File: config.mk
export PLATFORM = sky130hd
export DESIGN_NAME = mfpc_top
export DESIGN_NICKNAME = d
export VERILOG_FILES = /design/src/mfpc_pkg.sv /design/src/mfpc_top.sv
export SDC_FILE = /design/constraint.sdc
export NUM_CORES = 1
export LEC_CHECK = 0
export BUFFER_PORTS_ARGS = -buffer_cell sky130_fd_sc_hd__buf_2
export CAP_MARGIN = 40
export CORE_AREA = 2 2 108 110
export CTS_CLUSTER_SIZE = 25
export DETAILED_ROUTE_END_ITERATION = 12
export DIE_AREA = 0 0 110 112
export PLACE_DENSITY = 0.74
export SLEW_MARGIN = 20
export SYNTH_ARGS = -nofsm -noshare
export SYNTH_HDL_FRONTEND = slang
export SYNTH_SLANG_ARGS = --single-unit
File: constraint.sdc
create_clock -name pclk -period 5.6 [get_ports pclk]
set_input_delay 1.12 -clock pclk [delete_from_list [all_inputs] [get_ports pclk]]
set_output_delay 1.12 -clock pclk [all_outputs]
set_load 0.02 [all_outputs]
File: src/mfpc_pkg.sv
package mfpc_pkg;

  // Timing
  localparam int unsigned CLK_PERIOD_NS = 10;
  localparam int unsigned DB_TIME_NS    = 1000;
  localparam int unsigned DB_CYCLES     = (DB_TIME_NS + CLK_PERIOD_NS - 1) / CLK_PERIOD_NS;

  // Register indices; byte address is four times the index
  localparam logic [15:0] IDX_PIN2    = 16'h0201;
  localparam logic [15:0] IDX_PIN3    = 16'h0202;
  localparam logic [15:0] IDX_PIN5    = 16'h0204;
  localparam logic [15:0] IDX_PIN6    = 16'h0205;
  localparam logic [15:0] IDX_CLKCTRL = 16'h0100;
  localparam logic [15:0] IDX_STATUS  = 16'h0101;

  // Reset values
  localparam logic [15:0] PIN23_RST   = 16'h0000;
  localparam logic [15:0] PIN56_RST   = 16'h8000;
  localparam logic [15:0] CLKCTRL_RST = 16'h0198;

  // Writable bits
  localparam logic [15:0] PIN23_WMASK   = 16'h045F;
  localparam logic [15:0] PIN56_WMASK   = 16'hF75F;
  localparam logic [15:0] CLKCTRL_WMASK = 16'h01FF;

  // Function codes and clock-out select
  localparam logic [4:0] FN_CLKOUT   = 5'h00;
  localparam logic [4:0] FN_LEVEL    = 5'h01;
  localparam logic [4:0] FN_RSV_A    = 5'h05;
  localparam logic [4:0] FN_RSV_B    = 5'h08;
  localparam logic [4:0] FN_RSV_C    = 5'h14;
  localparam logic [4:0] FN_RSV_FROM = 5'h17;
  localparam logic [1:0] SEL_GPIO    = 2'h1;

  // Pin control register layout
  typedef struct packed {
    logic       pin_direction;
    logic       pin_pullup_enable;
    logic       pin_pulldown_enable;
    logic       interrupt_polarity;
    logic       rsv11;
    logic       pin_polarity;
    logic       pin_output_type;
    logic       pin_debounce_enable;
    logic       rsv7;
    logic       pin_level;
    logic       rsv5;
    logic [4:0] pin_function_select;
  } mfpc_pin_cfg_t;

  // Clock control register layout
  typedef struct packed {
    logic [6:0] rsv;
    logic       clockout_b_output_enable;
    logic       clockout_b_divider;
    logic [1:0] clockout_b_select;
    logic       clockout_a_output_enable;
    logic       clockout_a_divider;
    logic [1:0] clockout_a_select;
    logic       clock_register_override;
  } mfpc_clk_cfg_t;

  // Drive of a two-way pin
  typedef struct packed {
    logic out;
    logic oe;
  } mfpc_drive_t;

endpackage : mfpc_pkg

File: src/mfpc_top.sv
// Summary of operation
// Two output-only pins (two, three) and two bidirectional pins (five, six).
// Outside party holds pin five at a defined level during start-up.
// Pin five general use and clock field writes need override set.
// Software leaves pin five register at reset while override is clear.
// Pin five held at defined level whenever it is an input.
// Pin two is clock out unless override, select 01, divider 0, enable 1.
// Pin three is loop clock unless override, select 01, divider 0, enable 1.
// Software sets override before writing clock-out fields.
// Software keeps pin five/six direction consistent with function.
// Output-type bit picks push-pull or open-drain drive on pins five, six.
// Input pins five, six raise interrupt event at chosen polarity.
// Debounce enable filters the input used for interrupt events.
// Pull-up and pull-down switch resistors; both set disables both.
// Polarity bit 10 inverts the pin output when set; reset clear.
// Output direction with function 01h drives the written level.
// Input direction with function 01h reads back the pin level.
// Level bit 6 of pins two, three is write-only; reads undefined.
// Function select bits 4:0 decode the lower signal codes.
// Function select decodes upper codes; 10111 to 11111 reserved.
// Clock output on pins two, three only via clock-out select.
// Pin five pull-up at bit 14, pull-down at bit 13, reset clear.
// Debounce accepts a change only after a fixed stable period.
module mfpc_top
  import mfpc_pkg::*;
#(
  parameter int unsigned ADDR_W = 12
) (
  // Clock and reset
  input  wire logic              pclk,
  input  wire logic              presetn,
  // APB slave
  input  wire logic              psel,
  input  wire logic              penable,
  input  wire logic              pwrite,
  input  wire logic [ADDR_W-1:0] paddr,
  input  wire logic [31:0]       pwdata,
  output logic      [31:0]       prdata,
  output logic                   pready,
  output logic                   pslverr,
  // Clock sources and internal status signals, indexed by function code
  input  wire logic              clk_a_src,
  input  wire logic              clk_b_src,
  input  wire logic [31:0]       func_src,
  // Output-only pins
  output logic                   multi_pin_two,
  output logic                   multi_pin_three,
  // Bidirectional pins
  input  wire logic              multi_pin_five_in,
  output logic                   multi_pin_five_out,
  output logic                   multi_pin_five_oe,
  input  wire logic              multi_pin_six_in,
  output logic                   multi_pin_six_out,
  output logic                   multi_pin_six_oe,
  // Resistor controls, bit 0 pin five, bit 1 pin six
  output logic      [1:0]        pullup_en,
  output logic      [1:0]        pulldown_en,
  // To clocking control and interrupt logic
  output logic                   clock_ctrl_in,
  output logic      [1:0]        gpio_event
);

  localparam int unsigned CNT_W = $clog2(DB_CYCLES + 1);
  localparam logic [CNT_W-1:0] DB_LAST = CNT_W'(DB_CYCLES - 1);

  if (ADDR_W < 12 || ADDR_W > 18) begin : g_chk
    $error("mfpc_top: ADDR_W must be 12 to 18");
  end

  function automatic logic [15:0] reg_index(input logic [ADDR_W-1:0] a);
    return 16'(a[ADDR_W-1:2]);
  endfunction : reg_index

  // Signal chosen by a function code; reserved and clock-out codes give 0
  function automatic logic fn_value(input logic [4:0] fn, input logic lvl, input logic [31:0] src);
    logic v;
    v = src[fn];
    if (fn == FN_LEVEL) begin
      v = lvl;
    end else if (fn == FN_CLKOUT || fn == FN_RSV_A || fn == FN_RSV_B || fn == FN_RSV_C || fn >= FN_RSV_FROM) begin
      v = 1'b0;
    end
    return v;
  endfunction : fn_value

  mfpc_pin_cfg_t pin2_q, pin3_q, pin5_q, pin6_q;
  mfpc_clk_cfg_t clk_q;
  logic [3:0]    sync1_q, sync2_q;
  logic [1:0]    stable_q;
  logic [CNT_W-1:0] cnt_q [2];
  logic [31:0]   prdata_q;
  logic          pready_q, pslverr_q;
  logic          two_q, three_q, ctrl_q;
  mfpc_drive_t   drv5_q, drv6_q;
  logic [1:0]    pu_q, pd_q, event_q;

  logic          setup, wr_en, mapped;
  logic [15:0]   idx;
  logic [1:0]    pin_in;
  logic [31:0]   rd_d;
  logic          gp_a, gp_b;
  mfpc_drive_t   drv5_d, drv6_d;

  assign setup  = psel & ~penable;
  assign idx    = reg_index(paddr);
  assign mapped = idx == IDX_PIN2 || idx == IDX_PIN3 || idx == IDX_PIN5 || idx == IDX_PIN6 ||
                  idx == IDX_CLKCTRL || idx == IDX_STATUS;
  assign wr_en  = psel & penable & pready_q & pwrite & ~pslverr_q;
  assign pin_in = sync2_q[1:0];

  // Pin inputs and clock sources cross in through two flops
  always_ff @(posedge pclk or negedge presetn) begin
    if (!presetn) begin
      sync1_q <= 4'h0;
      sync2_q <= 4'h0;
    end else begin
      sync1_q <= {clk_b_src, clk_a_src, multi_pin_six_in, multi_pin_five_in};
      sync2_q <= sync1_q;
    end
  end

  // APB handshake: answer registered one cycle after setup
  always_ff @(posedge pclk or negedge presetn) begin
    if (!presetn) begin
      pready_q  <= 1'b0;
      pslverr_q <= 1'b0;
      prdata_q  <= 32'h0000_0000;
    end else begin
      pready_q  <= setup;
      pslverr_q <= setup & ~mapped;
      if (setup && !pwrite) begin
        prdata_q <= rd_d;
      end
    end
  end

  // Read mux
  always_comb begin
    rd_d = 32'h0000_0000;
    case (idx)
      IDX_PIN2: begin
        rd_d[15:0] = pin2_q;
        // level write-only
        rd_d[6] = 1'b0;
      end
      IDX_PIN3: begin
        rd_d[15:0] = pin3_q;
        // level write-only
        rd_d[6] = 1'b0;
      end
      IDX_PIN5: begin
        rd_d[15:0] = pin5_q;
        // input readback
        if (pin5_q.pin_direction && pin5_q.pin_function_select == FN_LEVEL) begin
          rd_d[6] = pin_in[0];
        end
      end
      IDX_PIN6: begin
        rd_d[15:0] = pin6_q;
        // input readback
        if (pin6_q.pin_direction && pin6_q.pin_function_select == FN_LEVEL) begin
          rd_d[6] = pin_in[1];
        end
      end
      IDX_CLKCTRL: rd_d[15:0] = clk_q;
      IDX_STATUS:  rd_d[5:0] = {event_q, stable_q, pin_in};
      default:     rd_d = 32'h0000_0000;
    endcase
  end

  // Clock control register
  always_ff @(posedge pclk or negedge presetn) begin
    if (!presetn) begin
      clk_q <= mfpc_clk_cfg_t'(CLKCTRL_RST);
    end else if (wr_en && idx == IDX_CLKCTRL) begin
      // clock fields locked until override already set
      if (clk_q.clock_register_override) begin
        clk_q <= mfpc_clk_cfg_t'(pwdata[15:0] & CLKCTRL_WMASK);
      end else begin
        clk_q.clock_register_override <= pwdata[0];
      end
    end
  end

  // Pin control registers
  always_ff @(posedge pclk or negedge presetn) begin
    if (!presetn) begin
      // reset values
      pin2_q <= mfpc_pin_cfg_t'(PIN23_RST);
      pin3_q <= mfpc_pin_cfg_t'(PIN23_RST);
      pin5_q <= mfpc_pin_cfg_t'(PIN56_RST);
      pin6_q <= mfpc_pin_cfg_t'(PIN56_RST);
    end else if (wr_en) begin
      if (idx == IDX_PIN2) begin
        pin2_q <= mfpc_pin_cfg_t'(pwdata[15:0] & PIN23_WMASK);
      end
      if (idx == IDX_PIN3) begin
        pin3_q <= mfpc_pin_cfg_t'(pwdata[15:0] & PIN23_WMASK);
      end
      // pin five writes ignored while clocking owns it
      if (idx == IDX_PIN5 && clk_q.clock_register_override) begin
        pin5_q <= mfpc_pin_cfg_t'(pwdata[15:0] & PIN56_WMASK);
      end
      if (idx == IDX_PIN6) begin
        pin6_q <= mfpc_pin_cfg_t'(pwdata[15:0] & PIN56_WMASK);
      end
    end
  end

  // general-purpose mode of the output-only pins
  // Divider left set keeps the pin on its clock, as it is after reset
  assign gp_a = clk_q.clock_register_override && clk_q.clockout_a_select == SEL_GPIO &&
                !clk_q.clockout_a_divider && clk_q.clockout_a_output_enable;
  assign gp_b = clk_q.clock_register_override && clk_q.clockout_b_select == SEL_GPIO &&
                !clk_q.clockout_b_divider && clk_q.clockout_b_output_enable;

  // Output-only pins
  always_ff @(posedge pclk or negedge presetn) begin
    if (!presetn) begin
      two_q   <= 1'b0;
      three_q <= 1'b0;
    end else begin
      // selected signal, then polarity
      if (gp_a) begin
        two_q <= fn_value(pin2_q.pin_function_select, pin2_q.pin_level, func_src) ^ pin2_q.pin_polarity;
      end else begin
        // clock reaches the pin only via select
        two_q <= clk_q.clockout_a_output_enable & sync2_q[2];
      end
      if (gp_b) begin
        three_q <= fn_value(pin3_q.pin_function_select, pin3_q.pin_level, func_src) ^ pin3_q.pin_polarity;
      end else begin
        three_q <= clk_q.clockout_b_output_enable & sync2_q[3];
      end
    end
  end

  // Bidirectional drive
  always_comb begin
    logic v5;
    logic v6;
    v5 = fn_value(pin5_q.pin_function_select, pin5_q.pin_level, func_src) ^ pin5_q.pin_polarity;
    v6 = fn_value(pin6_q.pin_function_select, pin6_q.pin_level, func_src) ^ pin6_q.pin_polarity;
    drv5_d = '{out: 1'b0, oe: 1'b0};
    drv6_d = '{out: 1'b0, oe: 1'b0};
    // push-pull or open-drain
    // Open drain only ever pulls low; the board's resistor makes the high
    if (!pin5_q.pin_direction && clk_q.clock_register_override) begin
      if (pin5_q.pin_output_type) begin
        drv5_d.out = 1'b0;
        drv5_d.oe  = ~v5;
      end else begin
        drv5_d.out = v5;
        drv5_d.oe  = 1'b1;
      end
    end
    if (!pin6_q.pin_direction) begin
      if (pin6_q.pin_output_type) begin
        drv6_d.out = 1'b0;
        drv6_d.oe  = ~v6;
      end else begin
        drv6_d.out = v6;
        drv6_d.oe  = 1'b1;
      end
    end
  end

  always_ff @(posedge pclk or negedge presetn) begin
    if (!presetn) begin
      drv5_q <= '{out: 1'b0, oe: 1'b0};
      drv6_q <= '{out: 1'b0, oe: 1'b0};
      ctrl_q <= 1'b0;
    end else begin
      drv5_q <= drv5_d;
      drv6_q <= drv6_d;
      ctrl_q <= pin_in[0];
    end
  end

  // both set disables both resistors
  always_ff @(posedge pclk or negedge presetn) begin
    if (!presetn) begin
      pu_q <= 2'h0;
      pd_q <= 2'h0;
    end else begin
      pu_q <= {pin6_q.pin_pullup_enable & ~pin6_q.pin_pulldown_enable,
               pin5_q.pin_pullup_enable & ~pin5_q.pin_pulldown_enable};
      pd_q <= {pin6_q.pin_pulldown_enable & ~pin6_q.pin_pullup_enable,
               pin5_q.pin_pulldown_enable & ~pin5_q.pin_pullup_enable};
    end
  end

  // stable-period filter
  // Counter restarts whenever the input falls back to the accepted level
  always_ff @(posedge pclk or negedge presetn) begin
    if (!presetn) begin
      stable_q <= 2'h0;
      cnt_q[0] <= '0;
      cnt_q[1] <= '0;
    end else begin
      for (int i = 0; i < 2; i++) begin
        if (pin_in[i] == stable_q[i]) begin
          cnt_q[i] <= '0;
        end else if (cnt_q[i] == DB_LAST) begin
          stable_q[i] <= pin_in[i];
          cnt_q[i]    <= '0;
        end else begin
          cnt_q[i] <= cnt_q[i] + 1'b1;
        end
      end
    end
  end

  // event level from raw or filtered input
  always_ff @(posedge pclk or negedge presetn) begin
    if (!presetn) begin
      event_q <= 2'h0;
    end else begin
      event_q[0] <= pin5_q.pin_direction & clk_q.clock_register_override &
                    ((pin5_q.pin_debounce_enable ? stable_q[0] : pin_in[0]) == pin5_q.interrupt_polarity);
      event_q[1] <= pin6_q.pin_direction &
                    ((pin6_q.pin_debounce_enable ? stable_q[1] : pin_in[1]) == pin6_q.interrupt_polarity);
    end
  end

  // pins two, three output-only; five, six two-way
  // Every output leaves straight from a flop
  assign prdata             = prdata_q;
  assign pready             = pready_q;
  assign pslverr            = pslverr_q;
  assign multi_pin_two      = two_q;
  assign multi_pin_three    = three_q;
  assign multi_pin_five_out = drv5_q.out;
  assign multi_pin_five_oe  = drv5_q.oe;
  assign multi_pin_six_out  = drv6_q.out;
  assign multi_pin_six_oe   = drv6_q.oe;
  assign pullup_en          = pu_q;
  assign pulldown_en        = pd_q;
  assign clock_ctrl_in      = ctrl_q;
  assign gpio_event         = event_q;

endmodule : mfpc_top

# --- Yosys cells after proc, flatten, opt, wreduce, memory -nomap -nowiden ---
# Cells that the tools add are included.
word_totals:
  input_bits: 85
  output_inout_bits: 47
  reg_bits: 104
  word_cells: 202
op_classes:
  addsub: 2
  n_bitwise: 30
  n_mux: 34
  n_lt_le_gt_ge: 8
  n_eq_ne: 30
  reduce_logical: 48
ops:
  columns: ["op", "n"]
  rows:
  - ["10-bit one-hot mux with 5 select lines", 1]
  - ["10-bit == test (second input constant)", 4]
  - ["6-bit one-hot mux with 6 select lines", 1]
  - ["7-bit 2-to-1 mux", 4]
  - ["5-bit by 6-bit < comparator with 1-bit output (second input constant)", 4]
  - ["1-bit logical OR", 21]
  - ["1-bit binary-select mux with 5-bit select", 4]
  - ["10-bit by 9-bit == test with 1-bit output (second input constant)", 2]
  - ["5-bit by 1-bit == test with 1-bit output (second input constant)", 4]
  - ["5-bit by 3-bit == test with 1-bit output (second input constant)", 4]
  - ["5-bit by 4-bit == test with 1-bit output (second input constant)", 4]
  - ["5-bit == test (second input constant)", 4]
  - ["5-bit >= comparator (second input constant)", 4]
  - ["5-bit logical NOT", 4]
  - ["1-bit 2-to-1 mux", 20]
  - ["1-bit bitwise AND", 15]
  - ["7-bit by 1-bit adder with 7-bit output (second input constant)", 2]
  - ["7-bit == test (second input constant)", 2]
  - ["2-bit AND reduction", 7]
  - ["1-bit logical AND", 12]
  - ["1-bit inverter", 11]
  - ["2-bit 2-to-1 mux", 4]
  - ["1-bit == test", 4]
  - ["2-bit by 1-bit == test with 1-bit output (second input constant)", 2]
  - ["other kinds (2)", 8]

# --- Logic depth before layout (Yosys ltp) ---
logic_depth:
  depth_word: 11
  ltp_mapped: 9
  depth_no_buf: 6

# --- Worst setup path before layout ---
# No wires, ideal clock.
synth_timing:
  kind: "input -> register"
  start: "in paddr[9]"
  end: "reg pin5_q[10] in the netlist's numbering"
  path_stages: 5
  t_arrival_ns: 2.787
  setup_slack_ns: 2.688
  required_ns: 5.475
  setup_time_ns: 0.125
  path_buffers: 1
  path_cell_list: "or4_4 > or3_4 > nor3_4 > buf_8 > mux2_4"
synth_between:
  elab_chain_len: 3
synth_rtl:
  columns: ["item", "line_no", "source"]
  rows:
  - ["from (decl)", "mfpc_top.sv:36", "input wire logic [ADDR_W-1:0] paddr,"]
  - ["10-bit == test", "mfpc_top.sv:201", "if (idx == IDX_PIN5 && clk_q.clock_register_override) begin"]
  - ["1-bit logical AND", "mfpc_top.sv:201", null]
  - ["2-bit AND reduction (no line)", null, null]
  - ["to (signal assigned)", "mfpc_top.sv:191", "pin5_q <= mfpc_pin_cfg_t'(PIN56_RST);"]
  - ["to (signal assigned)", "mfpc_top.sv:202", "pin5_q <= mfpc_pin_cfg_t'(pwdata[15:0] & PIN56_WMASK);"]
  - ["to (decl)", "mfpc_top.sv:86", "mfpc_pin_cfg_t pin2_q, pin3_q, pin5_q, pin6_q;"]
# Every way passes these cells.
# A chain may end at the register's enable or synchronous reset.

# --- Worst setup path in the final report ---
layout_timing:
  start: "in paddr[4]"
  end: "reg clk_q[1] in the netlist's numbering"
layout_between:
  elab_chain_len: 3
layout_rtl:
  columns: ["item", "line_no", "source"]
  rows:
  - ["10-bit by 9-bit == test with 1-bit output", "mfpc_top.sv:175", "end else if (wr_en && idx == IDX_CLKCTRL) begin"]
  - ["1-bit logical AND", "mfpc_top.sv:175", null]
  - ["2-bit AND reduction (no line)", null, null]
  - ["to (signal assigned)", "mfpc_top.sv:174", "clk_q <= mfpc_clk_cfg_t'(CLKCTRL_RST);"]
  - ["to (signal assigned)", "mfpc_top.sv:178", "clk_q <= mfpc_clk_cfg_t'(pwdata[15:0] & CLKCTRL_WMASK);"]
  - ["to (decl)", "mfpc_top.sv:87", "mfpc_clk_cfg_t clk_q;"]
# Every way passes these cells.

==> flow_results.org <==
** Logic synthesis
- Main area contributors after synthesis :: dfrtp_1, mux2_2, dfstp_2
- In the synthesized netlist, the cells that appear most often are dfrtp_1, mux2_2, nand2_1, nor2_1, o21ai_0.
- dfrtp_1 takes more of the synthesized area than any other cell.
- Number of library cell types mapped by synthesis :: 62
- A synthesized cell averages 11.1 µm².
- Number of synthesized flops with an enable pin :: 0
- Of all flip-flops after synthesis, the portion carrying an async set or reset was 100%.
- Main flop type after synthesis :: dfrtp_1
- Counting every instance in the synthesized netlist gives 489.
- Syn. warnings :: 0
- Count of state elements after synthesis :: 103
- Proportion of synthesized chip area in sequential cells :: 47.7%
- Synthesized area :: 5420 µm²
- Top cell type's share of synthesized area :: 44.8%
- dfrtp_1 is the most common cell in the netlist.

** Final layout
- The area growth from synthesis to layout is 13.4%.
- Proportion of layout cells with a drive suffix above 1 :: 31.1%
- Final design utilization :: 55.0%
- Final #Nets :: 648
- Diodes inserted :: 0

** Floorplanning
- The floorplan has 39 rows.
- Number of primary I/O pins :: 132
- Area enclosed by the die boundary :: 12,300 µm²
- The core region is 11,200 µm².
- Overall die height :: 112 µm
- Width of the die :: 110 µm
- Initial core utilization :: 48.5%

** Clocking
- In this run, post-CTS hold repair placed 0 buffers.
- Maximum number of buffers from clock root to sink :: 2
- Post-cts repair resize count :: 0
- Post-CTS Setup Repair Bufs :: 0
- Clock slew seen by the registers of the worst setup and hold paths :: 0.07 ns
- At the later pin of the worst-skew pair, clock insertion delay measures 0.35 ns.
- CTS built an H-tree with a depth of 3.
- CTS placed an instance of clkbuf_16 at the clock tree root.
- Num CTS Buffers :: 9
- CTS tree :: built
- TritonCTS Sinks :: 103

** Critical path
- STA puts the critical path data arrival time at 3.57 ns.
- CP endpoint kind :: register
- STA classifies the critical path startpoint as an input pin.
- The worst setup path is of the input pin to register kind.
- Peak fanout along the critical path :: 14
- At the worst endpoint, the required time is 5.83 ns.

** Global routing
- In the global route stage, overall resource usage came out at 23.1%.
- Global-route wire length before repair :: 21.6 mm
- The number of global-route vias before repair is 4,032.
- Maximum number of pins on one net before global-route repair :: 58
- Global routing finished with a remaining overflow of 0.
- Number of antenna violations at the first check in global routing :: 0

** STA
- For this run, the top clock speed supported by timing is 299 MHz.
- Post-route clock period utilization :: 59.6%
- Fin crit period :: 3.34 ns
- Aggregate negative setup slack :: 0 ns
- Hold violation total from the final report :: 0
- The worst path meets setup with 2.26 ns of slack.
- In this run the tightest slew margin relative to its limit is 47.7%.
- The number of max-slew violations in the final report came to 0.
- RSZ-0062 raised after global routing :: false
- At the pin with the least slew margin, the transition time is 0.783 ns.
- Clock skew :: 0.00720 ns
- Final Setup Violations :: 0

** Route
- Before antenna repair, the detailed router went through 7 iterations.
- Post-detailed-route DRC marker count :: 0
- The detailed router finished its first iteration with 329 violations.
- Total via count in the routed design :: 4,136
- Summed over all layers, the routed wires come to 13.5 mm.
- After detailed routing, the number of vias per cell comes to 5.83.
- After detailed routing, the average wire length per cell comes to 19.0 µm.
- Once detail routing completed, the nets flagged for antenna violations numbered 0.

** Pwr
- Power per cell area :: 240 nW/µm²
- Internal power consumption :: 1.11 mW
- Per report_power, the combinational group accounts for 7.8% of the total.
- Sequential cells burn 51.9% of the power.
- Clock network power share :: 40.3%
- Reported leakage power :: 2.88 nW
- Switching Power :: 0.365 mW
- Net switching fraction of the power :: 24.7%
- VDD sags by at most 0.191 mV.

** Placement
- Routability-driven placement finished with a final weighted congestion of 0.894.
- Timing analysis after detailed placement gives a worst setup slack of 1.95 ns.
- Half-perimeter wire length after placement :: 9.82 mm
- During placement, the flow inserted port buffers numbering 82.

** Run
- Max-cap violations in this run came to 0.

** Status
- The run finished with clean final reports.

** Hold path
- The tightest min-delay check is of the register to register type.
-- worst max-delay path, stage by stage --
cell,delay [ns]
buf_2,0.20
nor3b_1,0.68
nor2b_1,0.68
nand2_1,0.24
nor2_4,0.29
mux2_2,0.37
-- cell type report --
class,count,area (µm²)
clock buffers,11,243
multi-input cells,351,2610
clock inverters,5,41.3
fillers,957,5030
inverters,11,41.3
flip-flops and latches,103,2580
well taps,143,179
repair buffers,85,443
-- power by group through the flow --
| stage | combinational [mW] | clock, mW | sequential, mW |
|---|---|---|---|
| floorplan | 0.0542 | 0 | 0.787 |
| global route | 0.129 | 0.640 | 0.768 |
| finish | 0.116 | 0.595 | 0.766 |
| global placement | 0.112 | 0 | 0.780 |
| CTS | 0.115 | 0.605 | 0.766 |
| detailed placement | 0.115 | 0 | 0.780 |
-- layer usage --
layer	vias to the layer above	track usage [%]	part of all wire, %
met3	22	4.80	5.9
met2	157	36.4	50
met5	-	0	0
met4	0	7.34	1.5
li1	1890	-	-
met1	2067	31.7	43
-- cells by family (layout without fill, tap and decap cells) --
kind of cell	count (synthesis)	count (layout)	synth area share, %
and+or+nand+nor	151	151	15.3
DFF	103	103	47.7
AOI/OAI and AO/OA	86	86	11.1
muxes	77	77	17.3
buffers and inverters	51	112	5.15
xor gates and xnor gates	18	18	2.91
adders and majority gates	2	2	0.462
other	1	17	0.0692
-- final timing paths --
kind / startpoint / to / slack [ns] / cells past startpoint
min in group asynchronous: presetn / pin2_q[4] / 0.77 / 1
max: paddr[4] / clk_q[1] / 2.26 / 6
min: sync1_q[1] / sync2_q[1] / 0.35 / 0
max reg2reg: pin5_q[0] / multi_pin_five_out / 3.27 / 6
max in group asynchronous: presetn / pin6_q[1] / 3.70 / 2
min reg2reg: sync1_q[1] / sync2_q[1] / 0.35 / 0
-- per-stage QoR --
step                      area, µm²  hold slack (ns)  instances  total power, mW
after detailed placement       5840            0.337        691            0.895
after floorplan                5480            0.331        505            0.841
after CTS                      6120            0.349        707             1.49
final                          6150            0.347        709             1.48
after global routing           6150            0.352        709             1.54
after global placement         5840            0.333        691            0.892
-- cells in the final DEF, fill, tap and decap left out, drive strengths merged, types with 6 or more instances in the layout --
cell type,netlist,layout
xor2,10,10
a21oi,11,11
dfstp,6,6
nor2,35,35
nand2b,6,6
inv,11,12
nor2b,13,13
and3,8,8
o21ai,27,27
dfrtp,97,97
mux2,56,56
nand3,10,10
xnor2,8,8
buf,29,85
a22oi,10,10
nor3,6,6
conb,1,17
clkbuf,11,11
a22o,8,8
nor3b,6,6
mux4,6,6
mux2i,15,15
nand2,39,39
-- registers in the layout, indices dropped and copies added, names as in the netlist, 2 cells and up --
| register | count |
|---|---|
| sync1_q | 4 |
| prdata | 15 |
| clk_q | 9 |
| pulldown_en | 2 |
| stable_q | 2 |
| pin6_q | 13 |
| pin5_q | 13 |
| sync2_q | 4 |
| pullup_en | 2 |
| gpio_event | 2 |
| pin2_q | 7 |
| pin3_q | 7 |
| cnt_q | 14 |
Power figures use the tool's default switching activity.
